File: config.mk
export PLATFORM = sky130hd
export DESIGN_NAME = nsw_ctrl
export DESIGN_NICKNAME = d
export VERILOG_FILES = /design/src/inc/nsw_pkg.sv /design/src/verilog/nsw_ctrl.sv
export SDC_FILE = /design/constraint.sdc
export NUM_CORES = 1
export LEC_CHECK = 0
export BUFFER_PORTS_ARGS = -buffer_cell sky130_fd_sc_hd__buf_2
export CAP_MARGIN = 20
export CORE_MARGIN = 10
export CORE_UTILIZATION = 47
export DETAILED_ROUTE_END_ITERATION = 16
export PLACE_DENSITY = 0.76
export SYNTH_ARGS = -nofsm -noshare
export SYNTH_HDL_FRONTEND = slang
export SYNTH_SLANG_ARGS = --single-unit
export TNS_END_PERCENT = 5
File: constraint.sdc
create_clock -name i_clock -period 2.7 [get_ports i_clock]
set_input_delay 0.135 -clock i_clock [delete_from_list [all_inputs] [get_ports i_clock]]
set_output_delay 0.135 -clock i_clock [all_outputs]
set_load 0.01 [all_outputs]
File: src/inc/nsw_pkg.sv
package nsw_pkg;
    // register word index on the avalon address
    localparam logic [2:0] REG_DATA_LOW   = 3'h0;
    localparam logic [2:0] REG_DATA_HIGH  = 3'h1;
    localparam logic [2:0] REG_ADDR_LOW   = 3'h2;
    localparam logic [2:0] REG_ADDR_HIGH  = 3'h3;
    localparam logic [2:0] REG_CONTROL    = 3'h4;
    localparam logic [2:0] REG_UNLOCK     = 3'h5;
    // control bit positions
    localparam int CTL_RD     = 0;
    localparam int CTL_WR     = 1;
    localparam int CTL_ALLOW  = 2;
    localparam int CTL_FAULT  = 3;
    localparam int CTL_ERASE  = 4;
    localparam int CTL_LATCH  = 5;
    localparam int CTL_REGION = 6;
    // unlock key bytes
    localparam logic [7:0] KEY_FIRST  = 8'h55;
    localparam logic [7:0] KEY_SECOND = 8'haa;
    // word layout
    localparam int WORD_W = 14;
    localparam int ADDR_W = 15;
    localparam int ROW_W  = 5;
    localparam logic [13:0] BLANK_WORD = 14'h3fff;
    localparam logic [1:0]  HIGH_PAD   = 2'h0;
    localparam logic        ADDR_PAD   = 1'h1;
    // region-1 address windows, region bit excluded
    localparam logic [14:0] UID_LO  = 15'h0000;
    localparam logic [14:0] UID_HI  = 15'h0003;
    localparam logic [14:0] ID_LO   = 15'h0005;
    localparam logic [14:0] CFG_HI  = 15'h000a;
    localparam logic [14:0] EE_LO   = 15'h7000;
    localparam logic [14:0] EE_HI   = 15'h70ff;
    // self-timed durations
    localparam int CLK_PERIOD_NS = 10;
    localparam int ERASE_TIME_NS = 2000000;
    localparam int WRITE_TIME_NS = 2000000;
    localparam int EE_TIME_NS    = 4000000;
    typedef enum logic [1:0] {ST_IDLE, ST_ERASE, ST_PROG, ST_EE} nsw_state_t;
    typedef enum logic [1:0] {KEY_IDLE, KEY_HALF, KEY_ARMED} nsw_key_t;
endpackage : nsw_pkg

File: src/verilog/nsw_ctrl.sv
// The register addresses and the Avalon-MM slave port were decided locally.
`timescale 1ns/100ps
`default_nettype none
// What this block does
// - write trigger on protected address sets fault, except a latch-only load
// - reset during self-write sets fault
// - interrupted unlock key sets fault
// - fault settable by software, cleared by software or by a reset while idle
// - row write flushes latches, latches go blank
// - latch-only copies data pair into latch
// - erase sets whole 32-word row to ones
// - protected row write/erase: no operation, fault
// - erase ignores latch-only bit
// - region bit picks eeprom/config or flash
// - read trigger loads data, then self-clears
// - eeprom read updates low data byte only
// - eeprom write uses low data byte only
// - program-allow gates all program and erase
// - write trigger only right after unlock key
// - operations self-timed, trigger cleared at end
// - clearing trigger mid-operation has no effect
// - eeprom address: trigger starts single-word cycle
// - erase bit cleared after normal erase
// - top two data-high bits read zero
// - fault meaningful only after trigger clears
// - interrupted key starts no load or write
// - unreadable region address reads zero
module nsw_ctrl
#(
    parameter int P_ERASE_CYCLES = nsw_pkg::ERASE_TIME_NS / nsw_pkg::CLK_PERIOD_NS,
    parameter int P_WRITE_CYCLES = nsw_pkg::WRITE_TIME_NS / nsw_pkg::CLK_PERIOD_NS,
    parameter int P_EE_CYCLES    = nsw_pkg::EE_TIME_NS / nsw_pkg::CLK_PERIOD_NS
)
(
    // clock and reset
    input  wire logic                        i_clock,
    input  wire logic                        i_reset,
    // avalon-mm slave
    input  wire logic [2:0]                  i_avs_address,
    input  wire logic                        i_avs_read,
    input  wire logic                        i_avs_write,
    input  wire logic [3:0]                  i_avs_byteenable,
    input  wire logic [31:0]                 i_avs_writedata,
    output logic [31:0]                      o_avs_readdata,
    output logic                             o_avs_waitrequest,
    // flash array side
    input  wire logic [nsw_pkg::WORD_W-1:0]  i_mem_rdata,
    input  wire logic                        i_flash_protected,
    output logic                             o_mem_read,
    output logic                             o_mem_erase,
    output logic                             o_mem_program,
    output logic                             o_mem_ee_write,
    output logic                             o_mem_region,
    output logic [nsw_pkg::ADDR_W-1:0]       o_mem_addr,
    output logic [nsw_pkg::WORD_W-1:0]       o_mem_wdata,
    output logic [32*nsw_pkg::WORD_W-1:0]    o_mem_row_data
);
    import nsw_pkg::*;

    localparam int ROWS = 1 << ROW_W;

    // the countdown is 30 bits wide, so no duration may exceed its range
    if (P_ERASE_CYCLES < 1 || P_WRITE_CYCLES < 1 || P_EE_CYCLES < 1 ||
        P_ERASE_CYCLES > (1 << 30) || P_WRITE_CYCLES > (1 << 30) || P_EE_CYCLES > (1 << 30))
    begin : g_bad_durations
        $error("nsw_ctrl: duration parameters out of range");
    end

    nsw_state_t          state_r;
    nsw_key_t            key_r;
    logic                ack_r;
    logic [31:0]         readdata_r;
    logic [7:0]          data_lo_r;
    logic [5:0]          data_hi_r;
    logic [ADDR_W-1:0]   addr_r;
    logic                region_r;
    logic                latch_only_r;
    logic                erase_r;
    logic                allow_r;
    logic                fault_r;
    logic                rd_r;
    logic [29:0]         cnt_r;
    logic [WORD_W-1:0]   latch_r [ROWS];

    logic                bus_wr;
    logic [7:0]          wbyte;
    logic                ctl_wr;
    logic                wr_cmd;
    logic                key_break;
    logic                go;
    logic                in_uid;
    logic                in_id;
    logic                in_ee;
    logic                prot_hit;
    logic                go_fault;
    logic                go_latch;
    logic                finish;
    logic                busy;
    logic [7:0]          rd_mux;

    // avalon: one wait cycle, then the access completes
    assign o_avs_waitrequest = (i_avs_read | i_avs_write) & ~ack_r;
    assign o_avs_readdata    = readdata_r;
    assign bus_wr = i_avs_write & ack_r & i_avs_byteenable[0];
    assign wbyte  = i_avs_writedata[7:0];
    assign ctl_wr = bus_wr & (i_avs_address == REG_CONTROL);
    assign wr_cmd = ctl_wr & wbyte[CTL_WR];
    assign busy   = (state_r != ST_IDLE);

    always_ff @(posedge i_clock)
    begin
        if (i_reset)
            ack_r <= 1'b0;
        else
            ack_r <= (i_avs_read | i_avs_write) & ~ack_r;
    end

    always_comb
    begin
        unique case (i_avs_address)
            REG_DATA_LOW:  rd_mux = data_lo_r;
            REG_DATA_HIGH: rd_mux = {HIGH_PAD, data_hi_r};
            REG_ADDR_LOW:  rd_mux = addr_r[7:0];
            REG_ADDR_HIGH: rd_mux = {ADDR_PAD, addr_r[14:8]};
            REG_CONTROL:   rd_mux = {1'b0, region_r, latch_only_r, erase_r, fault_r, allow_r, busy, rd_r};
            default:       rd_mux = 8'h00;
        endcase
    end

    always_ff @(posedge i_clock)
    begin
        if (i_reset)
            readdata_r <= 32'h0000_0000;
        else if (i_avs_read & ~ack_r)
            readdata_r <= {24'h00_0000, rd_mux};
    end

    // region-1 windows
    assign in_uid = (addr_r >= UID_LO) && (addr_r <= UID_HI);
    assign in_id  = (addr_r >= ID_LO) && (addr_r <= CFG_HI);
    assign in_ee  = (addr_r >= EE_LO) && (addr_r <= EE_HI);
    // only user ids and eeprom are writable in region 1
    assign prot_hit = wbyte[CTL_REGION] ? ~(in_uid | in_ee) : i_flash_protected;

    // unlock key tracking; any other write in between breaks the sequence
    always_ff @(posedge i_clock)
    begin
        if (i_reset)
            key_r <= KEY_IDLE;
        else if (bus_wr)
        begin
            if (i_avs_address == REG_UNLOCK)
            begin
                unique case (key_r)
                    KEY_IDLE:  key_r <= (wbyte == KEY_FIRST) ? KEY_HALF : KEY_IDLE;
                    KEY_HALF:  key_r <= (wbyte == KEY_SECOND) ? KEY_ARMED : KEY_IDLE;
                    KEY_ARMED: key_r <= KEY_IDLE;
                endcase
            end
            else
                key_r <= KEY_IDLE;
        end
    end

    assign key_break = bus_wr & (((key_r == KEY_HALF) & ~((i_avs_address == REG_UNLOCK) & (wbyte == KEY_SECOND)))
                               | ((key_r == KEY_ARMED) & ~wr_cmd));

    // trigger accepted only straight after the key, while idle and allowed
    assign go       = wr_cmd & (key_r == KEY_ARMED) & ~busy & wbyte[CTL_ALLOW];
    assign go_latch = go & ~wbyte[CTL_REGION] & ~wbyte[CTL_ERASE] & wbyte[CTL_LATCH];
    assign go_fault = go & ~go_latch & prot_hit;
    assign finish   = busy & (cnt_r == 30'h0000_0000);

    always_ff @(posedge i_clock)
    begin
        if (i_reset)
        begin
            state_r <= ST_IDLE;
            cnt_r   <= 30'h0000_0000;
        end
        else if (finish)
            state_r <= ST_IDLE;
        else if (busy)
            cnt_r <= cnt_r - 30'h0000_0001;
        else if (go & ~go_latch & ~go_fault)
        begin
            if (wbyte[CTL_REGION])
            begin
                state_r <= ST_EE;
                cnt_r   <= 30'(P_EE_CYCLES - 1);
            end
            else if (wbyte[CTL_ERASE])
            begin
                state_r <= ST_ERASE;
                cnt_r   <= 30'(P_ERASE_CYCLES - 1);
            end
            else
            begin
                state_r <= ST_PROG;
                cnt_r   <= 30'(P_WRITE_CYCLES - 1);
            end
        end
    end

    // fault flag: hardware set beats a software clear
    always_ff @(posedge i_clock)
    begin
        if (i_reset)
            fault_r <= busy;
        else if (go_fault | key_break)
            fault_r <= 1'b1;
        else if (ctl_wr)
            fault_r <= wbyte[CTL_FAULT];
    end

    always_ff @(posedge i_clock)
    begin
        if (i_reset)
        begin
            region_r     <= 1'b0;
            latch_only_r <= 1'b0;
            allow_r      <= 1'b0;
        end
        else if (ctl_wr)
        begin
            region_r     <= wbyte[CTL_REGION];
            latch_only_r <= wbyte[CTL_LATCH];
            allow_r      <= wbyte[CTL_ALLOW];
        end
    end

    always_ff @(posedge i_clock)
    begin
        if (i_reset)
            erase_r <= 1'b0;
        else if (finish & (state_r == ST_ERASE))
            erase_r <= 1'b0;
        else if (ctl_wr & ~busy)
            erase_r <= wbyte[CTL_ERASE];
    end

    // read trigger can only be set; it drops after its single fetch cycle
    always_ff @(posedge i_clock)
    begin
        if (i_reset)
            rd_r <= 1'b0;
        else if (rd_r)
            rd_r <= 1'b0;
        else if (ctl_wr & wbyte[CTL_RD] & ~busy)
            rd_r <= 1'b1;
    end

    always_ff @(posedge i_clock)
    begin
        if (i_reset)
            addr_r <= 15'h0000;
        else if (bus_wr & (i_avs_address == REG_ADDR_LOW) & ~busy)
            addr_r[7:0] <= wbyte;
        else if (bus_wr & (i_avs_address == REG_ADDR_HIGH) & ~busy)
            addr_r[14:8] <= wbyte[6:0];
    end

    always_ff @(posedge i_clock)
    begin
        if (i_reset)
        begin
            data_lo_r <= 8'h00;
            data_hi_r <= 6'h00;
        end
        else if (rd_r)
        begin
            if (region_r & ~(in_uid | in_id | in_ee))
            begin
                data_lo_r <= 8'h00;
                data_hi_r <= 6'h00;
            end
            else if (region_r & in_ee)
                data_lo_r <= i_mem_rdata[7:0];
            else
            begin
                data_lo_r <= i_mem_rdata[7:0];
                data_hi_r <= i_mem_rdata[13:8];
            end
        end
        else if (bus_wr & (i_avs_address == REG_DATA_LOW) & ~busy)
            data_lo_r <= wbyte;
        else if (bus_wr & (i_avs_address == REG_DATA_HIGH) & ~busy)
            data_hi_r <= wbyte[5:0];
    end

    // write latches, back to blank after every row write or erase
    always_ff @(posedge i_clock)
    begin
        if (i_reset | (finish & ((state_r == ST_PROG) | (state_r == ST_ERASE))))
        begin
            for (int i = 0; i < ROWS; i++)
                latch_r[i] <= BLANK_WORD;
        end
        else if (go_latch)
            latch_r[addr_r[ROW_W-1:0]] <= {data_hi_r, data_lo_r};
    end

    always_comb
    begin
        for (int i = 0; i < ROWS; i++)
            o_mem_row_data[i*WORD_W +: WORD_W] = latch_r[i];
    end

    // erase, program and eeprom-write strobes stay high for the whole self-timed interval; the read strobe lasts one cycle
    assign o_mem_read     = rd_r;
    assign o_mem_erase    = (state_r == ST_ERASE);
    assign o_mem_program  = (state_r == ST_PROG);
    assign o_mem_ee_write = (state_r == ST_EE);
    assign o_mem_region   = region_r;
    assign o_mem_addr     = addr_r;
    // eeprom cells are a byte wide, so the high byte is dropped
    assign o_mem_wdata    = (region_r & in_ee) ? {6'h00, data_lo_r} : {data_hi_r, data_lo_r};

    property p_prot_fault;
        @(posedge i_clock) disable iff (i_reset)
        go_fault |=> fault_r && !busy;
    endproperty
    a_prot_fault: assert property (p_prot_fault) else $error("protected trigger gave no fault");

    property p_key_fault;
        @(posedge i_clock) disable iff (i_reset)
        key_break |=> fault_r && !$rose(busy) && ($past(finish) || $stable(o_mem_row_data));
    endproperty
    a_key_fault: assert property (p_key_fault) else $error("broken key did not fault");

    property p_fault_sticky;
        @(posedge i_clock) disable iff (i_reset)
        $fell(fault_r) |-> $past(ctl_wr) && !$past(wbyte[CTL_FAULT]);
    endproperty
    a_fault_sticky: assert property (p_fault_sticky) else $error("fault cleared by hardware");

    property p_latch_load;
        @(posedge i_clock) disable iff (i_reset)
        go_latch |=> latch_r[addr_r[ROW_W-1:0]] == {data_hi_r, data_lo_r} && !busy;
    endproperty
    a_latch_load: assert property (p_latch_load) else $error("latch not loaded");

    property p_read_once;
        @(posedge i_clock) disable iff (i_reset)
        $rose(rd_r) |=> !rd_r;
    endproperty
    a_read_once: assert property (p_read_once) else $error("read trigger did not self-clear");

    property p_start_needs_key;
        @(posedge i_clock) disable iff (i_reset)
        $rose(busy) |-> $past(key_r) == KEY_ARMED && $past(wbyte[CTL_ALLOW]);
    endproperty
    a_start_needs_key: assert property (p_start_needs_key) else $error("operation without key");

    property p_erase_clears;
        @(posedge i_clock) disable iff (i_reset)
        finish && state_r == ST_ERASE |=> !erase_r && !busy && latch_r[0] == BLANK_WORD;
    endproperty
    a_erase_clears: assert property (p_erase_clears) else $error("erase bit not cleared");

    property p_allow_gate;
        @(posedge i_clock) disable iff (i_reset)
        wr_cmd && !busy && !wbyte[CTL_ALLOW] |=> !busy;
    endproperty
    a_allow_gate: assert property (p_allow_gate) else $error("operation while not allowed");

    property p_held;
        @(posedge i_clock) disable iff (i_reset)
        $rose(busy) && cnt_r > 30'h0000_0001 |-> busy [*2];
    endproperty
    a_held: assert property (p_held) else $error("trigger dropped early");

endmodule : nsw_ctrl
`default_nettype wire

==> flow_summary.yaml, run 1 <==
floorplanning:
  die_w_um: 228
  io-pin-count: 573
  core_area_um2: 43000
  fp-row-count: 76
  start_util: 0.474
  die_h_um: 228
  die_area_um2: 52100
logic_synthesis:
  synth.avg_cell_area_um2: 12.8
  ys_seq_area_frac: 0.738
  yosys_warnings: 0
  synth_cells: 1594
  ys_ff_latch: 526
  synthTopCellsByArea: "edfxtp_1, nand2_1, dfxtp_1, mux2i_1, nor3_1"
  ys_async_sr_fraction: 0
  yosysTopAreaCellShare: 0.662
  synth_edf_count: 449
  synth_common_cells: "nand2_1, edfxtp_1, dfxtp_1, nor2_1, nor3_1"
  synth.most_common_cell: "nand2_1"
  syn_area_um2: 20400
  synthFlopType: "edfxtp_1"
  ys_types: 60
  synth_top_area_cell: "edfxtp_1"
cells_and_area:
  multi_input_area_um2: 4930
  nets: 2314
  final_area_um2: 26800
  drive_gt1_frac: 0.343
  regArea_um2: 15000
  fillers: 3249
  area_delta_synth_final_pct: 31.5
global_route:
  grt_overflow: 0
  grt_use_total: 0.272
  grt_max_degree: 48
  grt_pass1_wl_mm: 106
  grt_pass1_vias: 15400
  antenna_found_initial: 0
worst_setup_path:
  r2r_end: "latch_r[31][13]"
  r2r_cells: 8
  r2r-start: "cnt_r[19]"
  worstPathMaxFanout: 32
  cp-start-kind: "flop"
  regToRegSetupSlack_ns: 0.16
  critPathKind: "flop to flop"
  end_kind: "flop"
  arrival_ns: 2.83
  crit_required_ns: 2.99
place:
  place_area_um2: 24900
  gp_congestion: 0.921
  io_buffers: 521
  place_worst_setup_slack_ns: 0.176
  hpwl_mm: 53.3
run:
  maxCapViolations: 0
sta:
  slew_viol_final: 0
  rsz0062_at_grt: "false"
  final-hold-violation-count: 0
  worst-slew-pin-transition_ns: 0.865
  max_freq_mhz: 393
  setup_violations: 0
  fin_tns_setup_ns: 0
  slew_headroom: 0.422
  fin_crit_sh: 0.942
  skew_ns: 0.0181
  hold_ws_ns: 0.0497
  layout_setup_ws_ns: 0.156
  min_period_ns: 2.54
power_and_ir_drop:
  max-vdd-ir-drop_uv: 404
  leakage_uw: 0.0102
  power_density_nw_per_um2: 660
  power.total_uw: 17700
drt:
  first_pass_iters: 6
  ant_nets: 0
  drtIter0Drc: 2026
  viasPerCell: 5.56
  vias: 16000
  routed_wl_mm: 73.6
  avgRoutedWirePerCell_um: 25.6
  drc: 0
clocking:
  clk_path_buf_depth: 3
  clkTransAtPathRegs_ns: 0.06
  clockRootBuffer: "clkbuf_16"
  cts_sinks: 526
  cts_buffers: 51
  clk_latency_ns: 0.59
  ctsHtreeMaxLevel: 2
  tritoncts: "built"
run_status:
  status: "complete, no violations"
min_path:
  min_from: "i_avs_writedata[1]"
  hold_class: "primary input to flop"
  worstHoldEndpoint: "o_mem_addr[1]"
  worstHoldPathCells: 4
## through the flow
step,utilization,cells
floorplan,-,1617
global placement,0.578,2756
detailed placement,0.578,2756
CTS,0.622,2871
global route,0.623,2873
finish,0.623,2874
## layout by cell type, fill, tap and decap left out, types with 8 or more instances in the layout
cell type / instances
buf_4: 120
nor2_1: 64
xor2_1: 8
nand3b_1: 8
dfxtp_1: 77
o31ai_1: 9
clkbuf_1: 10
mux2i_1: 40
conb_1: 24
o21ai_1: 28
nor2_4: 8
nor3_1: 68
nand2_1: 484
buf_12: 33
edfxtp_1: 449
nand4_1: 11
or3_1: 11
a21oi_1: 44
nor2b_1: 14
dlygate4sd3_1: 23
clkbuf_16: 52
buf_2: 520
nand3_1: 16
clkinv_2: 8
## logic make-up after synthesis
kind of cell	count (synthesis)	share of synthesized area
xor gates and xnor gates	13	0.00559
DFF	526	0.738
buffers and inverters	125	0.0298
other	1	0.000184
adders and majority gates	7	0.00430
muxes	40	0.0197
and+or+nand+nor	738	0.159
AOI/OAI and AO/OA	144	0.0440
## how the worst max path moves through the flow
stage	startpoint	end	slack (ns)	depth (start not counted)
after floorplan	cnt_r[15]	latch_r[0][0]	-0.08	7
after global placement	cnt_r[15]	latch_r[31][9]	0.24	8
after detailed placement	cnt_r[15]	latch_r[31][2]	0.18	8
after CTS	cnt_r[20]	latch_r[31][13]	0.04	8
after global routing	cnt_r[16]	latch_r[15][4]	0.02	8
final	cnt_r[19]	latch_r[31][13]	0.16	8
## per-layer routing
metal | vias up | global-route usage | routed length [um]
li1 | 6930 | - | -
met1 | 7794 | 0.335 | 26900
met2 | 1078 | 0.450 | 35600
met3 | 167 | 0.0728 | 8060
met4 | 0 | 0.108 | 3020
met5 | - | 0 | 0
## where the power goes
part	leakage (uW)	switching (uW)	internal (uW)
combinational	0.00422	761	425
sequential	0.00515	157	9140
clock	0.000827	3010	4180
## state kept, by name, summed over array words and instances, names as in the netlist, 2 cells and up
| signal | count |
|---|---|
| cnt_r | 30 |
| data_hi_r | 6 |
| data_lo_r | 8 |
| key_r | 2 |
| latch_r | 448 |
| o_avs_readdata | 8 |
| o_mem_addr | 15 |
| state_r | 2 |
## area by class of cell
type                       count  area share
clock buffer                  67      0.0516
multi-input combinational    966       0.184
antenna                        1   0.0000934
timing repair buffer         696       0.164
clock inverter                25      0.0107
tap                          585      0.0273
inverter                       8     0.00112
sequential                   526       0.561
## critical path: stages (launching register included)
cell,delay [ns]
dfxtp_1,0.34
nor4_2,0.40
nand3b_1,0.16
or3_1,0.37
nor3_2,0.23
a21oi_2,0.10
buf_12,0.20
o21ai_1,0.19
buf_4,0.23
## repair_timing
action / in CTS / in global routing
endpoints found under the hold margin: 29 / 0
hold buffers: 23 / 0
gates resized for setup: 0 / 2
buffers inserted: 0 / 2
setup endpoints to repair: 0 / 393
No activity file was read; power rests on OpenSTA's default activity.
==> inputs of run 2 (changes only) <==
CORE_UTILIZATION = 50   (was 47)
PLACE_DENSITY = 0.77   (was 0.76)
clock period = 2.75 ns   (was 2.7 ns; I/O delays follow)
==> flow_summary.yaml, run 2 (synthesis gave the netlist of run 1 again) <==
cells_and_area:
  fin_util: 0.665
  instances_no_fill: 2806
  nets: 2305
  multi_input_area_um2: 4910
  fillers: 2799
  regArea_um2: 15000
  n_antenna_cell: 0
  final_common_cell: "buf_2"
  mostFrequentLayoutCells: "buf_2, nand2_1, edfxtp_1"
  regMostFlops: "latch_r"
  area_delta_synth_final_pct: 30.7
  largest_reg_flops: 448
  drive_gt1_frac: 0.340
min_path:
  worstHoldPathCells: 3
  hold_class: "primary input to flop"
sta:
  fin_crit_sh: 0.945
  final-hold-violation-count: 0
  slew_headroom: 0.446
  skew_ns: 0.0258
  setup_violations: 0
  worst-slew-pin-transition_ns: 0.831
  max_freq_mhz: 385
  slew_viol_final: 0
  rsz0062_at_grt: "false"
  min_period_ns: 2.60
  layout_setup_ws_ns: 0.151
clocking:
  tritoncts: "built"
  clk_latency_ns: 0.60
  cts_resized: 0
  clockRootBuffer: "clkbuf_16"
  cts_buffers: 51
  clkTransAtPathRegs_ns: 0.06
  cts_sinks: 526
  clk_path_buf_depth: 3
  ctsHtreeMaxLevel: 2
floorplanning:
  fp-row-count: 73
  start_util: 0.509
  die_w_um: 222
  die_h_um: 222
  io-pin-count: 573
  die_area_um2: 49200
  core_area_um2: 40000
worst_setup_path:
  critPathLaunch: "cnt_r[2]"
  crit_required_ns: 3.04
  r2r-start: "cnt_r[2]"
  arrival_ns: 2.89
  regToRegSetupSlack_ns: 0.15
  crit_end: "latch_r[7][0]"
  critPathKind: "flop to flop"
  end_kind: "flop"
  worstPathMaxFanout: 32
  r2r_cells: 8
  r2r_end: "latch_r[7][0]"
  cp-start-kind: "flop"
power_and_ir_drop:
  power_density_nw_per_um2: 654
  leakage_uw: 0.0101
  max-vdd-ir-drop_uv: 480
run_status:
  status: "complete, no violations"
global_route:
  grt_pass1_wl_mm: 109
  grt_pass1_vias: 15800
  antenna_found_initial: 0
  grt_use_total: 0.294
  grt_max_degree: 65
  grt_overflow: 0
drt:
  m1WireLength_mm: 25.6
  routed_wl_mm: 75.0
  viasPerCell: 5.77
  drc: 0
  drtIter0Drc: 2384
  wl_met2_mm: 36.7
  met3WireLength_mm: 9.31
  ant_nets: 0
  first_pass_iters: 6
  avgRoutedWirePerCell_um: 26.7
  vias: 16200
  top_layer: "met4"
place:
  io_buffers: 521
  hpwl_mm: 53.4
  dp_cells: 2689
  place_worst_setup_slack_ns: 0.167
  gp_congestion: 0.907
run:
  maxCapViolations: 0
run 2: cell count changes in the layout (fill, tap and decap cells not counted), moves of 2 or more:
cell / delta
inv_6: +2
buf_4: -7
clkbuf_1: -2
clkinv_1: +2
buf_12: -2
clkinvlp_4: +4
clkbuf_2: -3
run 2: final cells by class:
cell class | count | area share
clock buffers | 62 | 0.0515
clock inverters | 32 | 0.0121
inverters | 8 | 0.00113
multi-input cells | 966 | 0.185
flip-flops and latches | 526 | 0.564
well taps | 525 | 0.0247
repair buffers | 687 | 0.162
run 2: through the flow:
| stage | TNS (ns) | total power (uW) | hold WS [ns] | area [um^2] |
|---|---|---|---|---|
| CTS | 0 | 17500 | 0.0103 | 26600 |
| detailed placement | 0 | 10400 | 0.346 | 24700 |
| finish | 0 | 17400 | 0.0377 | 26600 |
| global route | 0 | 17900 | 0.0424 | 26600 |
| global placement | 0 | 10400 | 0.339 | 24700 |
| floorplan | -13.52 | 9700 | 0.254 | 20500 |
run 2: how the worst min path moves through the flow:
| stage | end | slack (ns) | startpoint |
|---|---|---|---|
| global placement | data_lo_r[3] | 0.34 | i_mem_rdata[3] |
| CTS | o_mem_read | 0.01 | i_avs_address[2] |
| floorplan | data_lo_r[0] | 0.25 | i_mem_rdata[0] |
| global route | o_mem_read | 0.04 | i_avs_address[2] |
| detailed placement | data_lo_r[7] | 0.35 | i_mem_rdata[7] |
| finish | o_mem_read | 0.04 | i_avs_address[2] |
run 2: metal layers:
layer / vias up / track usage
met1: 7763 / 0.350
li1: 6907 / -
met5: - / 0
met3: 190 / 0.0953
met4: 0 / 0.124
met2: 1320 / 0.482
run 2: timing repair:
item                                   in CTS  in global routing
buffers inserted                            0                  0
endpoints found under the hold margin      29                  0
hold buffers                               23                  0
run 2: power breakdown:
group / total (uW) / switching, uW / internal [uW]
registers: 9140 / 169 / 8970
logic: 1160 / 745 / 411
clock network: 7110 / 3060 / 4050
run 2: worst max-delay path: stages, from the launching register on:
cell and delay, ns:
dfxtp_1 0.36, nor4_4 0.32, nand2_2 0.12, or4_4 0.56, nor3_2 0.20, a21oi_2 0.10, buf_12 0.21, o21ai_1 0.21
buf_12 0.20
